**config.mk**
```make
export PLATFORM = sky130hd
export DESIGN_NAME = prc_periph_reset_clock
export DESIGN_NICKNAME = d
export VERILOG_FILES = /design/src/prc_pkg.sv /design/src/prc_periph_reset_clock.sv
export SDC_FILE = /design/constraint.sdc
export NUM_CORES = 1
export LEC_CHECK = 0
export ABC_AREA = 1
export ABC_CLOCK_PERIOD_IN_PS = 2000
export BUFFER_PORTS_ARGS = -buffer_cell sky130_fd_sc_hd__buf_2
export CORE_MARGIN = 8
export CORE_UTILIZATION = 46
export DETAILED_ROUTE_END_ITERATION = 7
export PLACE_DENSITY = 0.86
export SLEW_MARGIN = 5
export SYNTH_ARGS = -nofsm -noshare
export SYNTH_HDL_FRONTEND = slang
export SYNTH_SLANG_ARGS = --single-unit
```
**constraint.sdc**
```tcl
create_clock -name ref_clk -period 2 [get_ports ref_clk]
set_clock_uncertainty 0.1 [all_clocks]
set_input_delay 0.1 -clock ref_clk [delete_from_list [all_inputs] [get_ports ref_clk]]
set_output_delay 0.1 -clock ref_clk [all_outputs]
set_load 0.005 [all_outputs]
```
**src/prc_pkg.sv**
```systemverilog
package prc_pkg;

  // Bus geometry.
  localparam int ADDR_W = 8;
  localparam int DATA_W = 32;
  localparam int BE_W = 4;

  // Register byte offsets.
  localparam logic [7:0] OFS_CLOCK_READY_INTERRUPT = 8'h08;
  localparam logic [7:0] OFS_FAST_BUS_PERIPH_RESET = 8'h0C;
  localparam logic [7:0] OFS_SLOW_BUS_PERIPH_RESET = 8'h10;
  localparam logic [7:0] OFS_SYSTEM_BUS_CLOCK_ENABLE = 8'h14;
  localparam logic [7:0] OFS_FAST_BUS_CLOCK_ENABLE = 8'h18;

  // Reset values.
  localparam logic [31:0] RST_CLOCK_READY_INTERRUPT = 32'h0000_0000;
  localparam logic [31:0] RST_FAST_BUS_PERIPH_RESET = 32'h0000_0000;
  localparam logic [31:0] RST_SLOW_BUS_PERIPH_RESET = 32'h0000_0000;
  localparam logic [31:0] RST_SYSTEM_BUS_CLOCK_ENABLE = 32'h0000_0014;
  localparam logic [31:0] RST_FAST_BUS_CLOCK_ENABLE = 32'h0000_0000;

  // Writable bit masks; all other bits are reserved and read as zero.
  localparam logic [31:0] MASK_FAST_BUS = 32'h0000_5E7D;
  localparam logic [31:0] MASK_SLOW_BUS = 32'h3E7E_C83F;
  localparam logic [31:0] MASK_SYSTEM_BUS = 32'h0000_1157;
  localparam logic [31:0] ZERO_WORD = 32'h0000_0000;

  // Clock ready interrupt register fields.
  localparam int FLAG_LOWFREQ_RC = 0;
  localparam int FLAG_SLOW_XTAL = 1;
  localparam int FLAG_INT_OSC8 = 2;
  localparam int IRQ_EN_LOWFREQ_RC = 8;
  localparam int IRQ_EN_SLOW_XTAL = 9;
  localparam int IRQ_EN_INT_OSC8 = 10;
  localparam int CLR_LOWFREQ_RC = 16;
  localparam int CLR_SLOW_XTAL = 17;
  localparam int CLR_INT_OSC8 = 18;
  localparam int CLR_BYTE_LANE = 2;
  localparam int IRQ_EN_BYTE_LANE = 1;

  // Sleep-mode clock enable bits of the system bus register.
  localparam int SYS_FLASH_CTRL_SLEEP = 4;
  localparam int SYS_SRAM_IF_SLEEP = 2;

endpackage : prc_pkg

```
**src/prc_periph_reset_clock.sv**
```systemverilog
// Behaviour
// RULE1: 8 MHz RC flag sets when stable and enabled
// RULE2: Slow crystal flag sets when stable and enabled
// RULE3: 40 kHz RC flag sets when stable and enabled
// RULE4: Flags hold until software writes clear bit
// RULE5: Fast bus reset register, offset 0x0C, zero
// RULE6: Fast reset bits 14,12,11,10,9 map peripherals
// RULE7: Fast reset bits 6..2 reset ports E..A
// RULE8: Fast reset bit 0 resets remap unit
// RULE9: Software writes reserved bits with reset value
// RULE10: Slow bus reset register, offset 0x10, zero
// RULE11: Slow reset bits 29,28,27: DAC, power, backup
// RULE12: Slow reset bits 26,25 CAN; 22,21 I2C
// RULE13: Slow reset bits 20..17: UARTs, serial ports
// RULE14: Slow reset SPI 15,14, watchdog 11, timers
// RULE15: System clock enable at 0x14, reset 0x14
// RULE16: Bit 4 keeps flash clock in sleep
// RULE17: Bit 2 keeps SRAM clock in sleep
// RULE18: Bits 12,8,6 gate USB, memory, CRC clocks
// RULE19: Bits 1,0 gate DMA controller clocks
// RULE20: Fast bus clock enable at 0x18, zero
// RULE21: Fast enable bits 14,12,11,10,9 gate peripherals
// RULE22: Fast enable bits 6..2 gate ports E..A
// RULE23: Fast enable bit 0 gates remap clock
// RULE24: Bit 10 enables 8 MHz ready interrupt
// RULE25: Gated clocks switch glitch free
// RULE26: Any set flag raises interrupt request

////////////////////////////////////////////////////////////////////////////////

// Glitch-free gate: the enable changes only while the clock is low.
module prc_clock_gate (
  input wire logic clk,        // Source clock.
  input wire logic rstn,       // Asynchronous reset, active low.
  input wire logic enable,     // Requested clock enable.
  output logic gated_clk       // Gated clock.
);

  logic en_low;

  // Enable captured on the falling edge so no truncated high phase occurs.
  // RULE25: falling edge latch
  always_ff @(negedge clk or negedge rstn) begin
    if (!rstn) begin
      en_low <= 1'b0;
    end else begin
      en_low <= enable;
    end
  end

  // The clock passes only while the captured enable is high.
  assign gated_clk = clk & en_low;

endmodule : prc_clock_gate

////////////////////////////////////////////////////////////////////////////////

module prc_periph_reset_clock
  import prc_pkg::*;
(
  input wire logic ref_clk,                       // System bus clock.
  input wire logic rstn,                          // Asynchronous reset, active low.
  input wire logic [ADDR_W-1:0] avs_address,      // Byte address.
  input wire logic avs_read,                      // Read request.
  input wire logic avs_write,                     // Write request.
  input wire logic [DATA_W-1:0] avs_writedata,    // Write data.
  input wire logic [BE_W-1:0] avs_byteenable,     // Byte lane enables.
  output logic [DATA_W-1:0] avs_readdata,         // Read data.
  output logic avs_waitrequest,                   // Stall until access completes.
  input wire logic int_osc8_stable,               // 8 MHz RC oscillator stable.
  input wire logic slow_xtal_stable,              // Slow crystal oscillator stable.
  input wire logic lowfreq_rc_stable,             // 40 kHz RC oscillator stable.
  input wire logic sleep_mode,                    // Core is in sleep mode.
  output logic clk_ready_irq,                     // Oscillator ready interrupt.
  output logic [DATA_W-1:0] fast_bus_reset_out,   // Fast bus peripheral resets.
  output logic [DATA_W-1:0] slow_bus_reset_out,   // Slow bus peripheral resets.
  output logic [DATA_W-1:0] sys_bus_clk_en_out,   // System bus enable register.
  output logic [DATA_W-1:0] fast_bus_clk_en_out,  // Fast bus enable register.
  output logic [DATA_W-1:0] sys_bus_gated_clk,    // System bus gated clocks.
  output logic [DATA_W-1:0] fast_bus_gated_clk    // Fast bus gated clocks.
);

  ////////////////////////////////////////////////////////////////////////////////
  // Register storage.

  logic [DATA_W-1:0] fast_bus_periph_reset;
  logic [DATA_W-1:0] slow_bus_periph_reset;
  logic [DATA_W-1:0] system_bus_clock_enable;
  logic [DATA_W-1:0] fast_bus_clock_enable;
  logic int_osc8_ready_flag;
  logic slow_xtal_ready_flag;
  logic lowfreq_rc_ready_flag;
  logic int_osc8_ready_irq_en;
  logic slow_xtal_ready_irq_en;
  logic lowfreq_rc_ready_irq_en;

  ////////////////////////////////////////////////////////////////////////////////
  // Bus handshake and address decode.

  wire req = avs_read | avs_write;
  wire wr_fire = avs_write & ~avs_waitrequest;
  wire hit_int = (avs_address == OFS_CLOCK_READY_INTERRUPT);
  wire hit_fast_rst = (avs_address == OFS_FAST_BUS_PERIPH_RESET);
  wire hit_slow_rst = (avs_address == OFS_SLOW_BUS_PERIPH_RESET);
  wire hit_sys_en = (avs_address == OFS_SYSTEM_BUS_CLOCK_ENABLE);
  wire hit_fast_en = (avs_address == OFS_FAST_BUS_CLOCK_ENABLE);

  // Byte enables widened to a bit mask.
  wire [DATA_W-1:0] be_mask = {{8{avs_byteenable[3]}}, {8{avs_byteenable[2]}},
                               {8{avs_byteenable[1]}}, {8{avs_byteenable[0]}}};

  // Merge helper: only enabled lanes and writable bits change.
  function automatic logic [DATA_W-1:0] merge(input logic [DATA_W-1:0] old_val,
                                              input logic [DATA_W-1:0] new_val,
                                              input logic [DATA_W-1:0] lanes,
                                              input logic [DATA_W-1:0] wmask);
    logic [DATA_W-1:0] sel;
    sel = lanes & wmask;
    merge = (old_val & ~sel) | (new_val & sel);
  endfunction : merge

  ////////////////////////////////////////////////////////////////////////////////
  // Next values of the control registers.

  // RULE9: reserved bits forced
  // RULE5: fast reset write
  wire [DATA_W-1:0] next_fast_bus_periph_reset = (wr_fire & hit_fast_rst) ?
      merge(fast_bus_periph_reset, avs_writedata, be_mask, MASK_FAST_BUS) :
      fast_bus_periph_reset;

  // RULE10: slow reset write
  wire [DATA_W-1:0] next_slow_bus_periph_reset = (wr_fire & hit_slow_rst) ?
      merge(slow_bus_periph_reset, avs_writedata, be_mask, MASK_SLOW_BUS) :
      slow_bus_periph_reset;

  // RULE15: system enable write
  wire [DATA_W-1:0] next_system_bus_clock_enable = (wr_fire & hit_sys_en) ?
      merge(system_bus_clock_enable, avs_writedata, be_mask, MASK_SYSTEM_BUS) :
      system_bus_clock_enable;

  // RULE20: fast enable write
  wire [DATA_W-1:0] next_fast_bus_clock_enable = (wr_fire & hit_fast_en) ?
      merge(fast_bus_clock_enable, avs_writedata, be_mask, MASK_FAST_BUS) :
      fast_bus_clock_enable;

  // Interrupt enable and clear strobes of the clock ready register.
  wire int_en_wr = wr_fire & hit_int & avs_byteenable[IRQ_EN_BYTE_LANE];
  wire int_clr_wr = wr_fire & hit_int & avs_byteenable[CLR_BYTE_LANE];

  // RULE24: interrupt enable write
  wire next_int_osc8_ready_irq_en = int_en_wr ? avs_writedata[IRQ_EN_INT_OSC8] :
                                                int_osc8_ready_irq_en;
  wire next_slow_xtal_ready_irq_en = int_en_wr ? avs_writedata[IRQ_EN_SLOW_XTAL] :
                                                 slow_xtal_ready_irq_en;
  wire next_lowfreq_rc_ready_irq_en = int_en_wr ? avs_writedata[IRQ_EN_LOWFREQ_RC] :
                                                  lowfreq_rc_ready_irq_en;

  // Clear strobes; the matching bits always read as zero.
  wire int_osc8_ready_flag_clr = int_clr_wr & avs_writedata[CLR_INT_OSC8];
  wire slow_xtal_ready_flag_clr = int_clr_wr & avs_writedata[CLR_SLOW_XTAL];
  wire lowfreq_rc_ready_flag_clr = int_clr_wr & avs_writedata[CLR_LOWFREQ_RC];

  // Set conditions; a set in the same cycle as a clear wins.
  // RULE1: 8 MHz set
  wire int_osc8_set = int_osc8_stable & int_osc8_ready_irq_en;
  // RULE2: crystal set
  wire slow_xtal_set = slow_xtal_stable & slow_xtal_ready_irq_en;
  // RULE3: 40 kHz set
  wire lowfreq_rc_set = lowfreq_rc_stable & lowfreq_rc_ready_irq_en;

  // RULE4: sticky until cleared
  wire next_int_osc8_ready_flag = int_osc8_set |
                                  (int_osc8_ready_flag & ~int_osc8_ready_flag_clr);
  wire next_slow_xtal_ready_flag = slow_xtal_set |
                                   (slow_xtal_ready_flag & ~slow_xtal_ready_flag_clr);
  wire next_lowfreq_rc_ready_flag = lowfreq_rc_set |
                                    (lowfreq_rc_ready_flag & ~lowfreq_rc_ready_flag_clr);

  // RULE26: interrupt from flags
  wire next_clk_ready_irq = next_int_osc8_ready_flag | next_slow_xtal_ready_flag |
                            next_lowfreq_rc_ready_flag;

  ////////////////////////////////////////////////////////////////////////////////
  // Read data selection.

  wire [DATA_W-1:0] int_read_word = {
      21'h00_0000,
      int_osc8_ready_irq_en, slow_xtal_ready_irq_en, lowfreq_rc_ready_irq_en,
      5'h00,
      int_osc8_ready_flag, slow_xtal_ready_flag, lowfreq_rc_ready_flag};

  // Unmapped addresses read as zero.
  wire [DATA_W-1:0] next_readdata =
      hit_int ? int_read_word :
      hit_fast_rst ? fast_bus_periph_reset :
      hit_slow_rst ? slow_bus_periph_reset :
      hit_sys_en ? system_bus_clock_enable :
      hit_fast_en ? fast_bus_clock_enable :
      ZERO_WORD;

  // Waitrequest drops for one cycle, one cycle after a request is seen.
  wire next_waitrequest = ~(req & avs_waitrequest);

  ////////////////////////////////////////////////////////////////////////////////
  // Bus slave registers.

  // Handshake and read data capture.
  always_ff @(posedge ref_clk or negedge rstn) begin
    if (!rstn) begin
      avs_waitrequest <= 1'b1;
      avs_readdata <= ZERO_WORD;
    end else begin
      avs_waitrequest <= next_waitrequest;
      avs_readdata <= next_readdata;
    end
  end

  ////////////////////////////////////////////////////////////////////////////////
  // Reset and clock enable registers.

  // RULE5: fast reset storage
  // RULE10: slow reset storage
  // RULE15: system enable storage
  // RULE20: fast enable storage
  always_ff @(posedge ref_clk or negedge rstn) begin
    if (!rstn) begin
      fast_bus_periph_reset <= RST_FAST_BUS_PERIPH_RESET;
      slow_bus_periph_reset <= RST_SLOW_BUS_PERIPH_RESET;
      system_bus_clock_enable <= RST_SYSTEM_BUS_CLOCK_ENABLE;
      fast_bus_clock_enable <= RST_FAST_BUS_CLOCK_ENABLE;
    end else begin
      fast_bus_periph_reset <= next_fast_bus_periph_reset;
      slow_bus_periph_reset <= next_slow_bus_periph_reset;
      system_bus_clock_enable <= next_system_bus_clock_enable;
      fast_bus_clock_enable <= next_fast_bus_clock_enable;
    end
  end

  // Output copies of the reset and enable registers.
  // RULE6: fast reset lines
  // RULE7: port reset lines
  // RULE8: remap reset line
  // RULE11: slow reset lines
  // RULE12: CAN and I2C resets
  // RULE13: serial reset lines
  // RULE14: SPI, watchdog, timers
  always_ff @(posedge ref_clk or negedge rstn) begin
    if (!rstn) begin
      fast_bus_reset_out <= RST_FAST_BUS_PERIPH_RESET;
      slow_bus_reset_out <= RST_SLOW_BUS_PERIPH_RESET;
      sys_bus_clk_en_out <= RST_SYSTEM_BUS_CLOCK_ENABLE;
      fast_bus_clk_en_out <= RST_FAST_BUS_CLOCK_ENABLE;
    end else begin
      fast_bus_reset_out <= next_fast_bus_periph_reset;
      slow_bus_reset_out <= next_slow_bus_periph_reset;
      sys_bus_clk_en_out <= next_system_bus_clock_enable;
      fast_bus_clk_en_out <= next_fast_bus_clock_enable;
    end
  end

  ////////////////////////////////////////////////////////////////////////////////
  // Clock ready interrupt register.

  // Flags, enables and the interrupt request.
  always_ff @(posedge ref_clk or negedge rstn) begin
    if (!rstn) begin
      int_osc8_ready_flag <= RST_CLOCK_READY_INTERRUPT[FLAG_INT_OSC8];
      slow_xtal_ready_flag <= RST_CLOCK_READY_INTERRUPT[FLAG_SLOW_XTAL];
      lowfreq_rc_ready_flag <= RST_CLOCK_READY_INTERRUPT[FLAG_LOWFREQ_RC];
      int_osc8_ready_irq_en <= RST_CLOCK_READY_INTERRUPT[IRQ_EN_INT_OSC8];
      slow_xtal_ready_irq_en <= RST_CLOCK_READY_INTERRUPT[IRQ_EN_SLOW_XTAL];
      lowfreq_rc_ready_irq_en <= RST_CLOCK_READY_INTERRUPT[IRQ_EN_LOWFREQ_RC];
      clk_ready_irq <= 1'b0;
    end else begin
      int_osc8_ready_flag <= next_int_osc8_ready_flag;
      slow_xtal_ready_flag <= next_slow_xtal_ready_flag;
      lowfreq_rc_ready_flag <= next_lowfreq_rc_ready_flag;
      int_osc8_ready_irq_en <= next_int_osc8_ready_irq_en;
      slow_xtal_ready_irq_en <= next_slow_xtal_ready_irq_en;
      lowfreq_rc_ready_irq_en <= next_lowfreq_rc_ready_irq_en;
      clk_ready_irq <= next_clk_ready_irq;
    end
  end

  ////////////////////////////////////////////////////////////////////////////////
  // Gated peripheral clocks.

  // Sleep-mode bits keep their clock only while awake or when set.
  // RULE16: flash sleep clock
  // RULE17: SRAM sleep clock
  // RULE18: USB, memory, CRC gates
  // RULE19: DMA gates
  wire [DATA_W-1:0] sleep_kill_mask = sleep_mode ? ZERO_WORD : (MASK_SYSTEM_BUS &
      ((ZERO_WORD | (1 << SYS_FLASH_CTRL_SLEEP)) | (ZERO_WORD | (1 << SYS_SRAM_IF_SLEEP))));
  wire [DATA_W-1:0] sys_gate_en = sys_bus_clk_en_out | sleep_kill_mask;

  // One glitch-free gate per bit of both enable registers.
  // RULE21: fast peripheral gates
  // RULE22: port clock gates
  // RULE23: remap clock gate
  // RULE25: gate per clock
  genvar gi;
  generate
    for (gi = 0; gi < DATA_W; gi++) begin : g_gate
      prc_clock_gate u_sys_gate (
        .clk(ref_clk),
        .rstn(rstn),
        .enable(sys_gate_en[gi]),
        .gated_clk(sys_bus_gated_clk[gi])
      );
      prc_clock_gate u_fast_gate (
        .clk(ref_clk),
        .rstn(rstn),
        .enable(fast_bus_clk_en_out[gi]),
        .gated_clk(fast_bus_gated_clk[gi])
      );
    end
  endgenerate

endmodule : prc_periph_reset_clock

```
==> results list, run 1 <==
- Result of the run: finished with violations
- Failing checks: negative setup slack
- The floorplan has 39 rows.
* Area of the core: 0.01122 sq mm
- Synthesized flop and latch total: 100
- Wire length after detailed routing: 15040 um
- Overall power consumption after layout is estimated at 0.005499 W.
- For the worst flop-to-flop path, the logic depth is 6.
- Prior to clock tree synthesis, the placed netlist has a worst setup slack of 0.2478 ns.
- Non-Filler Cell Area, Final: between 0.006 and 0.007 sq mm
- Cell with the most instances after synthesis: sky130_fd_sc_hd__buf_4
* Async set-reset flop share out of synthesis: 100.0%
* Sequential fraction of the synthesis area: 48.05%
- Dominant combinational cell family by area after synthesis: buffers and inverters
- Vias in the first global route: 4104
* Power density relative to cell area: 836.8 mW/mm^2
* Simple-gate area share of the yosys netlist: between 10% and 20%
- In this run the critical register-to-register path is launched from avs_waitrequest.
* Worst min path class: primary input to async pin
- After global routing the overflow that remains totals 0.
* Max-cap violations: 0
* DRC Markers: 0
- Of the total synthesized cell area, the portion taken by full adders, half adders and majority gates is 0%.
- For the pin with the worst max-slew slack, the measured transition is about 0.56 ns.
- Complex-gate fraction of the synthesized area: under 10%
- Synthesis produced 577 cells.
- The first global-routing pass estimated 20840 um of wire.
- The HPWL after detailed placement is slightly below 10000 um.
* Horizontal extent of the die: 122.5 um
* Cell area after synthesis: 0.005216 sq mm
* Unique cell type count in the Yosys netlist: 27
- The synthesized design contains 0 enable-type register cells.
- Setup repair after global routing could not meet its margin everywhere.
* Cell types with the largest area share after synthesis: sky130_fd_sc_hd__dfrtp_1, sky130_fd_sc_hd__buf_4, sky130_fd_sc_hd__dfrtn_1, sky130_fd_sc_hd__nand2_1, sky130_fd_sc_hd__inv_1
- Starting utilization of the core area: between 40 and 50%
- Clock input transition at the sequential cells of the worst setup and hold paths: approximately 0.08 ns
* Required time at the worst-slack endpoint: 1.80 ns
* Crit path kind: flop to output port
- The detailed router finished its first iteration with 299 violations.
* Detailed Routing Iterations Pass 1: 4
- Fill cells in the final layout number 891.
- Die Footprint: between 0.015 and 0.02 sq mm
- Area share of xor/xnor cells in the synthesized design: 0%
* Count of warnings emitted by yosys: 0
* Setup slack of the critical path after layout: -0.2803 ns
* Worst reg2reg setup slack: approximately 0.21 ns
- Final-layout worst hold slack: 0.03734 ns
* Via-to-Cell Ratio: 4.526
- At the later pin of the worst-skew pair, clock insertion delay measures 0.46 ns.
- At the end of routability-driven placement, the weighted congestion stood at 0.8262.
- Area of placed instances: 0.005326 sq mm
- Summed over all cells, the static leakage comes to between 3 and 4 nW.
- Leading post-synthesis cells by instance count: sky130_fd_sc_hd__buf_4, sky130_fd_sc_hd__nand2_1, sky130_fd_sc_hd__dfrtp_1
- Critical Path Fanout Max: 1
- Setup violations, final: 36
- TritonCTS clock tree: yes
* Dominant synthesized flop cell: sky130_fd_sc_hd__dfrtp_1
- Multiplexer area fraction after synthesis: 0%
- Final Slew Violations: 0
- Relative slew slack: 62.50%
- Final hold violations: 0
- Wire length per cell: 16.50 um
* PortBufs: between 100 and 150
- The die is 122.5 um tall.
- Cells with a size suffix above 1 make up 28.68% of the layout.
- Layout Cells excl Fill: 911
* Top-level port count: 278
- Antenna violations before repair: 1
- The area growth from synthesis to layout is 25.98%.
- After synthesis, the largest area contributor takes up around 38% of total cell area.
- ANT nets after route: 0
- For this run, the post-layout net count is 812.
* Worst VDD drop: 0.4664 mV
* GRT Resource Usage Total: 18.20%
- Arrival time worst endpoint: 2.08 ns
- Top cell type by total area after synthesis: sky130_fd_sc_hd__dfrtp_1
- The worst setup path is captured at an output port.
- Via count: 4123
- Entering global routing, the biggest net connects 47 pins.
- Category of the worst setup path launch point: flop
- Average size of a mapped cell: approximately 9.0 sq um
* Cell Count Post-Placement: 821
how the worst max path moves through the flow:
stage / cells past startpoint / slack [ns] / end / from
global placement: 0 / 0.27 / g_gate[8].u_sys_gate.en_low / flop
detailed placement: 0 / 0.25 / g_gate[8].u_sys_gate.en_low / flop
global route: 3 / -0.35 / fast_bus_gated_clk[10] / g_gate[10].u_fast_gate.en_low
finish: 3 / -0.28 / fast_bus_gated_clk[2] / g_gate[2].u_fast_gate.en_low
CTS: 3 / -0.30 / fast_bus_gated_clk[0] / g_gate[0].u_fast_gate.en_low
floorplan: 5 / 0.21 / fast_bus_gated_clk[0] / ref_clk
metrics by stage:
step / utilization (%) / setup TNS [ns]
5_1_grt: 58.55 / -5.469
4_1_cts: 57.11 / -5.236
3_5_place_dp: 47.46 / 0
2_1_floorplan: - / 0
3_3_place_gp: 47.46 / 0
6_report: 58.55 / -4.556
worst max-delay path: stages, from the launching register on:
cell                      delay (ns)
sky130_fd_sc_hd__dfrtn_1        0.40
sky130_fd_sc_hd__nand2_2        0.06
sky130_fd_sc_hd__inv_1          0.04
sky130_fd_sc_hd__buf_2          0.10
repair_timing:
action / 4_1_cts / 5_1_grt
setup endpoints to repair: 36 / 58
hold endpoints to repair: 95 / 0
pin swaps: 16 / 9
buffers inserted: 0 / 9
hold buffers: 51 / 0
resized for setup: 0 / 18
gates cloned: 0 / 2
final cells by class:
type                    count  area, sq um  area share (%)
multi-input cells         369         1714           26.09
clock inverters            26        165.2           2.513
diodes                      1        2.502         0.03808
clock buffers              37        565.5           8.606
flip-flops and latches    100         2506           38.14
well taps                 143        178.9           2.723
repair buffers            189         1266           19.27
inverters                  46        172.7           2.628
cells in the final DEF, fill, tap and decap left out, types with 12 or more instances in the layout:
cell / synthesis / layout
sky130_fd_sc_hd__dfrtn_1: 18 / 18
sky130_fd_sc_hd__dfrtp_1: 79 / 79
sky130_fd_sc_hd__clkbuf_16: 0 / 19
sky130_fd_sc_hd__buf_2: 4 / 138
sky130_fd_sc_hd__conb_1: 1 / 132
sky130_fd_sc_hd__dlygate4sd3_1: 0 / 49
sky130_fd_sc_hd__nand3_1: 14 / 14
sky130_fd_sc_hd__o21ai_0: 32 / 31
sky130_fd_sc_hd__nor2_1: 16 / 15
sky130_fd_sc_hd__nand2_1: 116 / 114
sky130_fd_sc_hd__buf_4: 169 / 14
sky130_fd_sc_hd__o21ai_1: 12 / 12
sky130_fd_sc_hd__inv_1: 63 / 63
metal layers:
metal | GRT usage, % | part of all wire (%) | up-vias
met3 | 8.188 | 13 | 38
met5 | 0 | 0 | -
met2 | 28.63 | 50 | 285
met4 | 12.95 | 3.0 | 0
li1 | - | - | 1848
met1 | 19.24 | 34 | 1952
power breakdown:
| part | switching, W | total [W] | internal (W) |
|---|---|---|---|
| clock | 0.00121 | 0.00300 | 0.00180 |
| combinational | 0.000243 | 0.000392 | 0.000149 |
| sequential | 0.0000315 | 0.00210 | 0.00207 |
| total | 0.00148 | 0.00550 | 0.00402 |
cell families (layout without fill, tap and decap cells):
| family | count (synthesis) | after routing |
|---|---|---|
| DFF | 100 | 100 |
| buffers and inverters | 241 | 298 |
| and+or+nand+nor | 173 | 175 |
| other | 1 | 133 |
| AOI/OAI and AO/OA | 62 | 62 |
Power figures use the tool's default switching activity.
==> run 2: changes to the inputs <==
--- a/config.mk
+++ b/config.mk
@@ -7,3 +7,2 @@
 export LEC_CHECK = 0
-export ABC_AREA = 1
 export ABC_CLOCK_PERIOD_IN_PS = 2000
@@ -11,5 +10,5 @@
 export CORE_MARGIN = 8
-export CORE_UTILIZATION = 46
+export CORE_UTILIZATION = 45
 export DETAILED_ROUTE_END_ITERATION = 7
-export PLACE_DENSITY = 0.86
+export PLACE_DENSITY = 0.84
 export SLEW_MARGIN = 5
==> constraint.sdc (replaced) <==
create_clock -name ref_clk -period 2 [get_ports ref_clk]
set_clock_uncertainty 0.1 [all_clocks]
set_input_delay 0.2 -clock ref_clk [delete_from_list [all_inputs] [get_ports ref_clk]]
set_output_delay 0.2 -clock ref_clk [all_outputs]
set_load 0.005 [all_outputs]
==> results list, run 2 <==
- Worst VDD drop: 0.5577 mV
- Proportion of netlist area held by the largest area contributor: 37.64%
* Die Footprint: 0.01539 sq mm
- Area of placed instances: roughly 0.0055 sq mm
- Wire length per cell: 18.26 um
- Via count: 3494
- Top cell type by total area after synthesis: sky130_fd_sc_hd__dfrtp_1
- TritonCTS built the clock tree.
- By count the netlist is led by sky130_fd_sc_hd__buf_4, sky130_fd_sc_hd__dfrtp_1, sky130_fd_sc_hd__mux2_2.
- Source of the worst register-to-register timing path: avs_waitrequest
* Commonest non-fill, non-tap cells in the layout: sky130_fd_sc_hd__buf_2, sky130_fd_sc_hd__conb_1, sky130_fd_sc_hd__dfrtp_1
- STA classifies the critical path startpoint as a flop.
- HPWL after DPL: approximately 10000 um
- Static leakage: about 3.7 nW
* Final Slew Violations: 0
- In this run the count of I/O pins placed on the die edge is approximately 280.
- PortBufs: ~140
- After detailed placement, the design holds a cell count of 706.
- Max-cap violations: 0
- Relative to the synthesized area, the layout overhead comes to 21.72%.
* Async set-reset flop share out of synthesis: 100.0%
- For this run, the number of Yosys warnings is 0.
- Setup slack of the critical path after layout: -0.4316 ns
- The synthesized design contains 0 enable-type register cells.
- The first routing iteration left 127 violations.
- In this run the power density over the cells is approximately 860 mW/mm^2.
- Commonest non-fill, non-tap cell in the layout: sky130_fd_sc_hd__buf_2
* Final hold violations: 0
* Global-route wire length before repair: 20350 um
* DRC Markers: 0
- Cell count after synthesis: 451
* ANT nets after route: 0
- Global routing consumed, over all layers together, 17.78% of the routing resources.
* Antenna violations before repair: 4
- Layout Cells excl Fill: about 770
* Number of filler cells placed in the layout: ~970
- At the end of the flow, the number of nets in the layout was about 670.
- Cells fill 55.99% of the core in the end.
- The total area inside the core boundary comes to 0.01142 sq mm.
- A synthesized cell averages 11.65 sq um.
- Via-to-Cell Ratio: 4.555
- Vias in the first global route: approximately 4000
* Starting utilization of the core area: 46.00%
* Crit path kind: flop to output port
- Yosys mapped the design onto 39 distinct sky130hd cell types.
- Critical path capture point type: output port
- Dominant synthesized flop cell: sky130_fd_sc_hd__dfrtp_1
- The pre-antenna-repair detailed-routing pass consisted of 7 iterations.
- Ranked by total cell area, the synthesized netlist is headed by sky130_fd_sc_hd__dfrtp_1, sky130_fd_sc_hd__buf_4, sky130_fd_sc_hd__dfrtn_1, sky130_fd_sc_hd__mux2_2, sky130_fd_sc_hd__and2_1.
* Last weighted congestion value of the routability-driven placer: 0.7428
- The final reports fail on negative setup slack.
* Horizontal extent of the die: between 100 and 150 um
* Number of cell rows: 39
- Clock latency on the worst-skew pair, taken at its later pin, is 0.46 ns.
- For the worst setup path, the data required time is 1.70 ns.
- At the placement stage, the worst setup path has a slack of 0.1145 ns.
- Die H: 124.0 um
- Summed over all layers, the global routing overflow is 0.
- Arrival time worst endpoint: 2.13 ns
- Sequential fraction of the synthesis area: 47.71%
- Setup violations, final: 36
- Clock input transition at the sequential cells of the worst setup and hold paths: 0.07 ns
- Setup repair after global routing could not meet its margin everywhere.
* Cell with the most instances after synthesis: sky130_fd_sc_hd__buf_4
* Pin count of the biggest net entering global routing: 35
- Tracing the worst setup path back leads to its startpoint at g_gate[6].u_fast_gate.en_low.
* Worst min path class: primary input to async pin
- Across all register-to-register paths, the minimum setup slack is 0.19 ns.
- Cell area after synthesis: 0.005253 sq mm
- Share of final-layout standard cells stronger than drive strength 1: 39.33%
- Result of the run: finished with violations
* Critical Path Fanout Max: 1
- Synthesized flop and latch total: 100
- After routing the design area is 0.006394 sq mm.
- For this block, the routed nets add up to 14010 um of wire.
==> run 2: cell types whose count changed after synthesis, moves of 11 or more <==
cell                      previous run  this run
sky130_fd_sc_hd__nand2_1           116         7
sky130_fd_sc_hd__inv_1              63         5
sky130_fd_sc_hd__mux2_2              0        37
sky130_fd_sc_hd__and2_1              0        33
sky130_fd_sc_hd__o21ai_0            32         2
sky130_fd_sc_hd__o21ai_1            12         0
sky130_fd_sc_hd__mux2_4              0        11
==> run 2: kinds of logic (layout without fill, tap and decap cells) <==
| logic type | after synthesis | count (layout) | share of synthesized area, % |
|---|---|---|---|
| buffers and inverters | 179 | 220 | 24.96 |
| DFF | 100 | 100 | 47.71 |
| and+or+nand+nor | 83 | 83 | 10.43 |
| muxes | 56 | 56 | 12.70 |
| AOI/OAI and AO/OA | 32 | 32 | 4.121 |
| other | 1 | 133 | 0.07139 |
==> run 2: cell type report <==
cell class | count | area (sq um) | area share (%)
timing repair buffer | 170 | 1084 | 16.95
tap | 143 | 178.9 | 2.798
sequential | 100 | 2506 | 39.20
clock buffer | 37 | 584.3 | 9.139
antenna | 1 | 2.502 | 0.03914
clock inverter | 8 | 85.08 | 1.331
multi-input combinational | 303 | 1934 | 30.25
inverter | 5 | 18.77 | 0.2935
==> run 2: repair_timing <==
item | 4_1_cts | 5_1_grt
resized for setup | 0 | 6
pin swaps | 17 | 1
endpoints found under the setup margin | 36 | 36
hold buffers | 33 | 0
buffers inserted | 0 | 0
endpoints found under the hold margin | 104 | 0
==> run 2: critical path: stages, from the launching register on <==
cell	delay, ns
sky130_fd_sc_hd__dfrtn_1	0.39
sky130_fd_sc_hd__and2_1	0.13
sky130_fd_sc_hd__buf_2	0.12
==> run 2: metrics by stage <==
step           hold WS, ns  setup TNS [ns]  power [W]
2_1_floorplan      -0.1956               0   0.002554
3_3_place_gp      -0.03188               0   0.002477
3_5_place_dp      -0.03059               0   0.002491
4_1_cts            0.01765          -7.082   0.005563
5_1_grt            0.02457          -7.739   0.005751
6_report           0.02152          -6.754   0.005481
==> run 2: metal layers <==
layer / part of all wire [%] / vias up / GRT usage (%)
met4: 2.8 / 6 / 11.90
li1: - / 1532 / -
met2: 50 / 213 / 28.28
met1: 34 / 1699 / 17.69
met5: 0.21 / - / 0
met3: 13 / 44 / 9.701
==> run 2: worst paths after layout <==
path	cells after the start	to
setup / recovery	2	fast_bus_gated_clk[6]
hold / removal	2	async pin
setup reg to reg	4	lowfreq_rc_ready_flag
hold reg to reg	1	avs_readdata[15]
max in group asynchronous	3	g_gate[14].u_fast_gate.en_low
min in group ref_clk	4	clk_ready_irq
==> run 2: power breakdown <==
| part | internal, W | total, W | leakage, nW | switching [W] |
|---|---|---|---|---|
| clock network | 0.00188 | 0.00300 | 0.430 | 0.00112 |
| registers | 0.00207 | 0.00210 | 1.38 | 0.0000296 |
| logic | 0.000161 | 0.000379 | 1.94 | 0.000217 |
==> run 3: changes to the inputs <==
--- a/config.mk
+++ b/config.mk
@@ -12,3 +12,3 @@
 export DETAILED_ROUTE_END_ITERATION = 7
-export PLACE_DENSITY = 0.84
+export PLACE_DENSITY = 0.81
 export SLEW_MARGIN = 5
@@ -16,2 +16,3 @@
 export SYNTH_HDL_FRONTEND = slang
+export SYNTH_HIERARCHICAL = 1
 export SYNTH_SLANG_ARGS = --single-unit
==> constraint.sdc (replaced) <==
create_clock -name ref_clk -period 2 [get_ports ref_clk]
set_clock_uncertainty 0.1 [all_clocks]
set_input_delay 0.1 -clock ref_clk [delete_from_list [all_inputs] [get_ports ref_clk]]
set_output_delay 0.1 -clock ref_clk [all_outputs]
set_load 0.005 [all_outputs]
==> results list, run 3 <==
- Critical path capture point type: output port
- Die H: 131.9 um
- Global-route wire length before repair: approximately 28000 um
* Post-synth EDFFs: 0
* Area of the multi-input gates: 0.002223 sq mm
- Required time at the worst-slack endpoint: 1.80 ns
* Category of the worst setup path launch point: flop
- In this run the remaining antenna-violating nets after routing total 0.
- Pin count of the biggest net entering global routing: 25
- For this run, design rule violations remaining after detail routing come to 0.
- In this run the biggest area consumer among cell types represents 32.72% of the synthesized area.
- A synthesized cell averages 12.94 sq um.
- In this run the core area contains 42 standard-cell rows.
- Share of the core filled with cells: 67.73%
- The worst setup path is of the flop to output port kind.
* Count of warnings emitted by yosys: 6
- Tracing the worst setup path back leads to its startpoint at g_gate[13].u_fast_gate/en_low.
- The die covers 0.01739 sq mm.
* Wire length after detailed routing: about 18000 um
* Async set-reset flop share out of synthesis: 100.0%
- Area of the core: between 0.01 and 0.015 sq mm
- Start point of the worst min-delay path: avs_byteenable[2]
* Share of final-layout standard cells stronger than drive strength 1: ~41%
- Synthesis produced about 470 cells.
- Synthesized flop and latch total: 146
- Post-CTS timing repair inserted 0 buffers for setup.
- TritonCTS built the clock tree.
* Number of DRC violations after detailed-routing iteration 0: 164
- Antenna violations before repair: 2
* Commonest non-fill, non-tap cell in the layout: sky130_fd_sc_hd__buf_2
* Last weighted congestion value of the routability-driven placer: 0.8324
- Critical Path Fanout Max: 1
- PortBufs: 185
* Sequential fraction of the synthesis area: between 60 and 70%
* Result of the run: finished with violations
- Detailed Routing Iterations Pass 1: 4
- For the worst-skew pair, the clock arrives at the later sink with an insertion delay of 0.53 ns.
* Dominant synthesized flop cell: sky130_fd_sc_hd__dfrtp_1
- Cell with the most instances after synthesis: sky130_fd_sc_hd__buf_4
* Worst min path class: primary input to flop
- Once the floorplan was initialized, standard cells occupied a little under half of the core.
- The final number of hold-violating endpoints is 2.
- The number of max-slew violations in the final report came to 0.
- Setup violations remaining at the end of the flow were counted as 128.
* GRT Resource Usage Total: 20.79%
- Leading post-synthesis cells by instance count: sky130_fd_sc_hd__buf_4, sky130_fd_sc_hd__dfrtp_1, sky130_fd_sc_hd__and2_1
- Commonest non-fill, non-tap cells in the layout: sky130_fd_sc_hd__buf_2, sky130_fd_sc_hd__conb_1, sky130_fd_sc_hd__dfrtp_1
- The wire-length estimate of the detail-placed layout is 11960 um.
* Remaining global-route overflow: 0
- Across the whole layout, storage elements account for roughly 0.0037 sq mm.
- VDD sags by at most 0.9552 mV.
- Measured in cells, the most critical reg-to-reg path has a length of 4.
- In this run the cell area of the synthesized design comes to 0.006042 sq mm.
- For the worst setup path, the data arrival time is 2.20 ns.
- Vias in the first global route: 5744
- Setup repair after global routing could not meet its margin everywhere.
* Static leakage: 4.927 nW
* Count of cells along the worst hold path: 4
* Wire length per cell: 18.54 um
- Final-layout worst hold slack: -0.01656 ns
- In this run the count of I/O pins placed on the die edge is between 200 and 300.
- Source of the worst register-to-register timing path: avs_waitrequest
- Fill cells in the final layout number ~900.
- After layout, the worst setup slack is -0.4017 ns.
- For this design the ratio of total power to cell area is 1192 mW/mm^2.
- After detailed routing, the number of vias per cell comes to 4.622.
- Number of nets in the finished design: 846
- Area growth from synthesis to layout: 47.86%
- Setup TNS Final: -21.31 ns
- The floorplan step set the die width to 131.9 um.
* Unique cell type count in the Yosys netlist: between 40 and 50
* Max-cap violations: 0
* Failing checks: negative hold slack, negative setup slack
* Cell types with the largest area share after synthesis: sky130_fd_sc_hd__dfrtp_1, sky130_fd_sc_hd__dfrtn_1, sky130_fd_sc_hd__buf_4, sky130_fd_sc_hd__and2_1, sky130_fd_sc_hd__mux2_2
- Clock input transition at the sequential cells of the worst setup and hold paths: 0.06 ns
- Of all cell types, the one taking the most synthesized area is sky130_fd_sc_hd__dfrtp_1.
- Via count: 4548
-- run 3: worst paths after layout --
check                                                 to  slack (ns)
hold / removal                     lowfreq_rc_ready_flag       -0.02
setup / recovery                  fast_bus_gated_clk[13]       -0.40
max in group asynchronous  g_gate[28].u_fast_gate/en_low        0.53
min in group asynchronous               avs_readdata[15]        0.13
hold reg to reg                          avs_readdata[5]        0.39
setup reg to reg                                    flop        0.14
-- run 3: cells by family after synthesis --
family                 Yosys count  synth area share (%)
multiplexers                    58                 10.69
AO/OA/AOI/OAI                   21                 2.526
other                            1               0.06207
buffers and inverters           99                 11.85
flip-flops                     146                 60.53
AND/OR/NAND/NOR                142                 14.35
-- run 3: timing repair --
action                                  in CTS  in global routing
hold endpoints to repair                   144                  1
pin swaps                                    0                  5
endpoints found under the setup margin     128                129
hold buffers                                45                  1
resized for setup                           16                 24
-- run 3: layer usage --
| metal | GRT usage [%] | wire length [um] | vias up |
|---|---|---|---|
| li1 | - | - | 1999 |
| met1 | 16.86 | 5708 | 2157 |
| met2 | 30.96 | 9026 | 303 |
| met3 | 17.76 | 2778 | 89 |
| met4 | 17.93 | 733 | 0 |
| met5 | 0 | 0 | - |
-- run 3: worst max-delay path: stages, from the launching register on --
cell	delay [ns]
sky130_fd_sc_hd__dfrtn_1	0.41
sky130_fd_sc_hd__and2_1	0.15
sky130_fd_sc_hd__buf_2	0.12
-- run 3: power breakdown --
| group | switching [W] | internal [W] |
|---|---|---|
| Clock | 0.00246 | 0.00469 |
| Combinational | 0.000233 | 0.000175 |
| Sequential | 0.0000411 | 0.00306 |
| Total | 0.00273 | 0.00792 |
-- run 3: area by class of cell --
class                           instances  share of cell area, %
Tap cell                              176                  2.465
Antenna cell                            2                0.05602
Multi-Input combinational cell        353                  24.89
Clock buffer                          110                  17.07
Timing Repair Buffer                  190                  14.16
Sequential cell                       146                  40.94
Inverter                                2                0.08403
Clock inverter                          5                 0.3361
-- run 3: stage by stage --
stage	total power (W)	setup WS, ns	instances	instance area, sq um	hold slack, ns
global route	0.01118	-0.4581	984	8934	0.007040
global placement	0.004336	0.1433	887	7191	-0.1305
floorplan	0.003853	0.2387	598	6534	-0.2956
detailed placement	0.004347	0.08589	887	7191	-0.1326
finish	0.01065	-0.4017	984	8934	-0.01656
CTS	0.01051	-0.3839	983	8827	0.005205
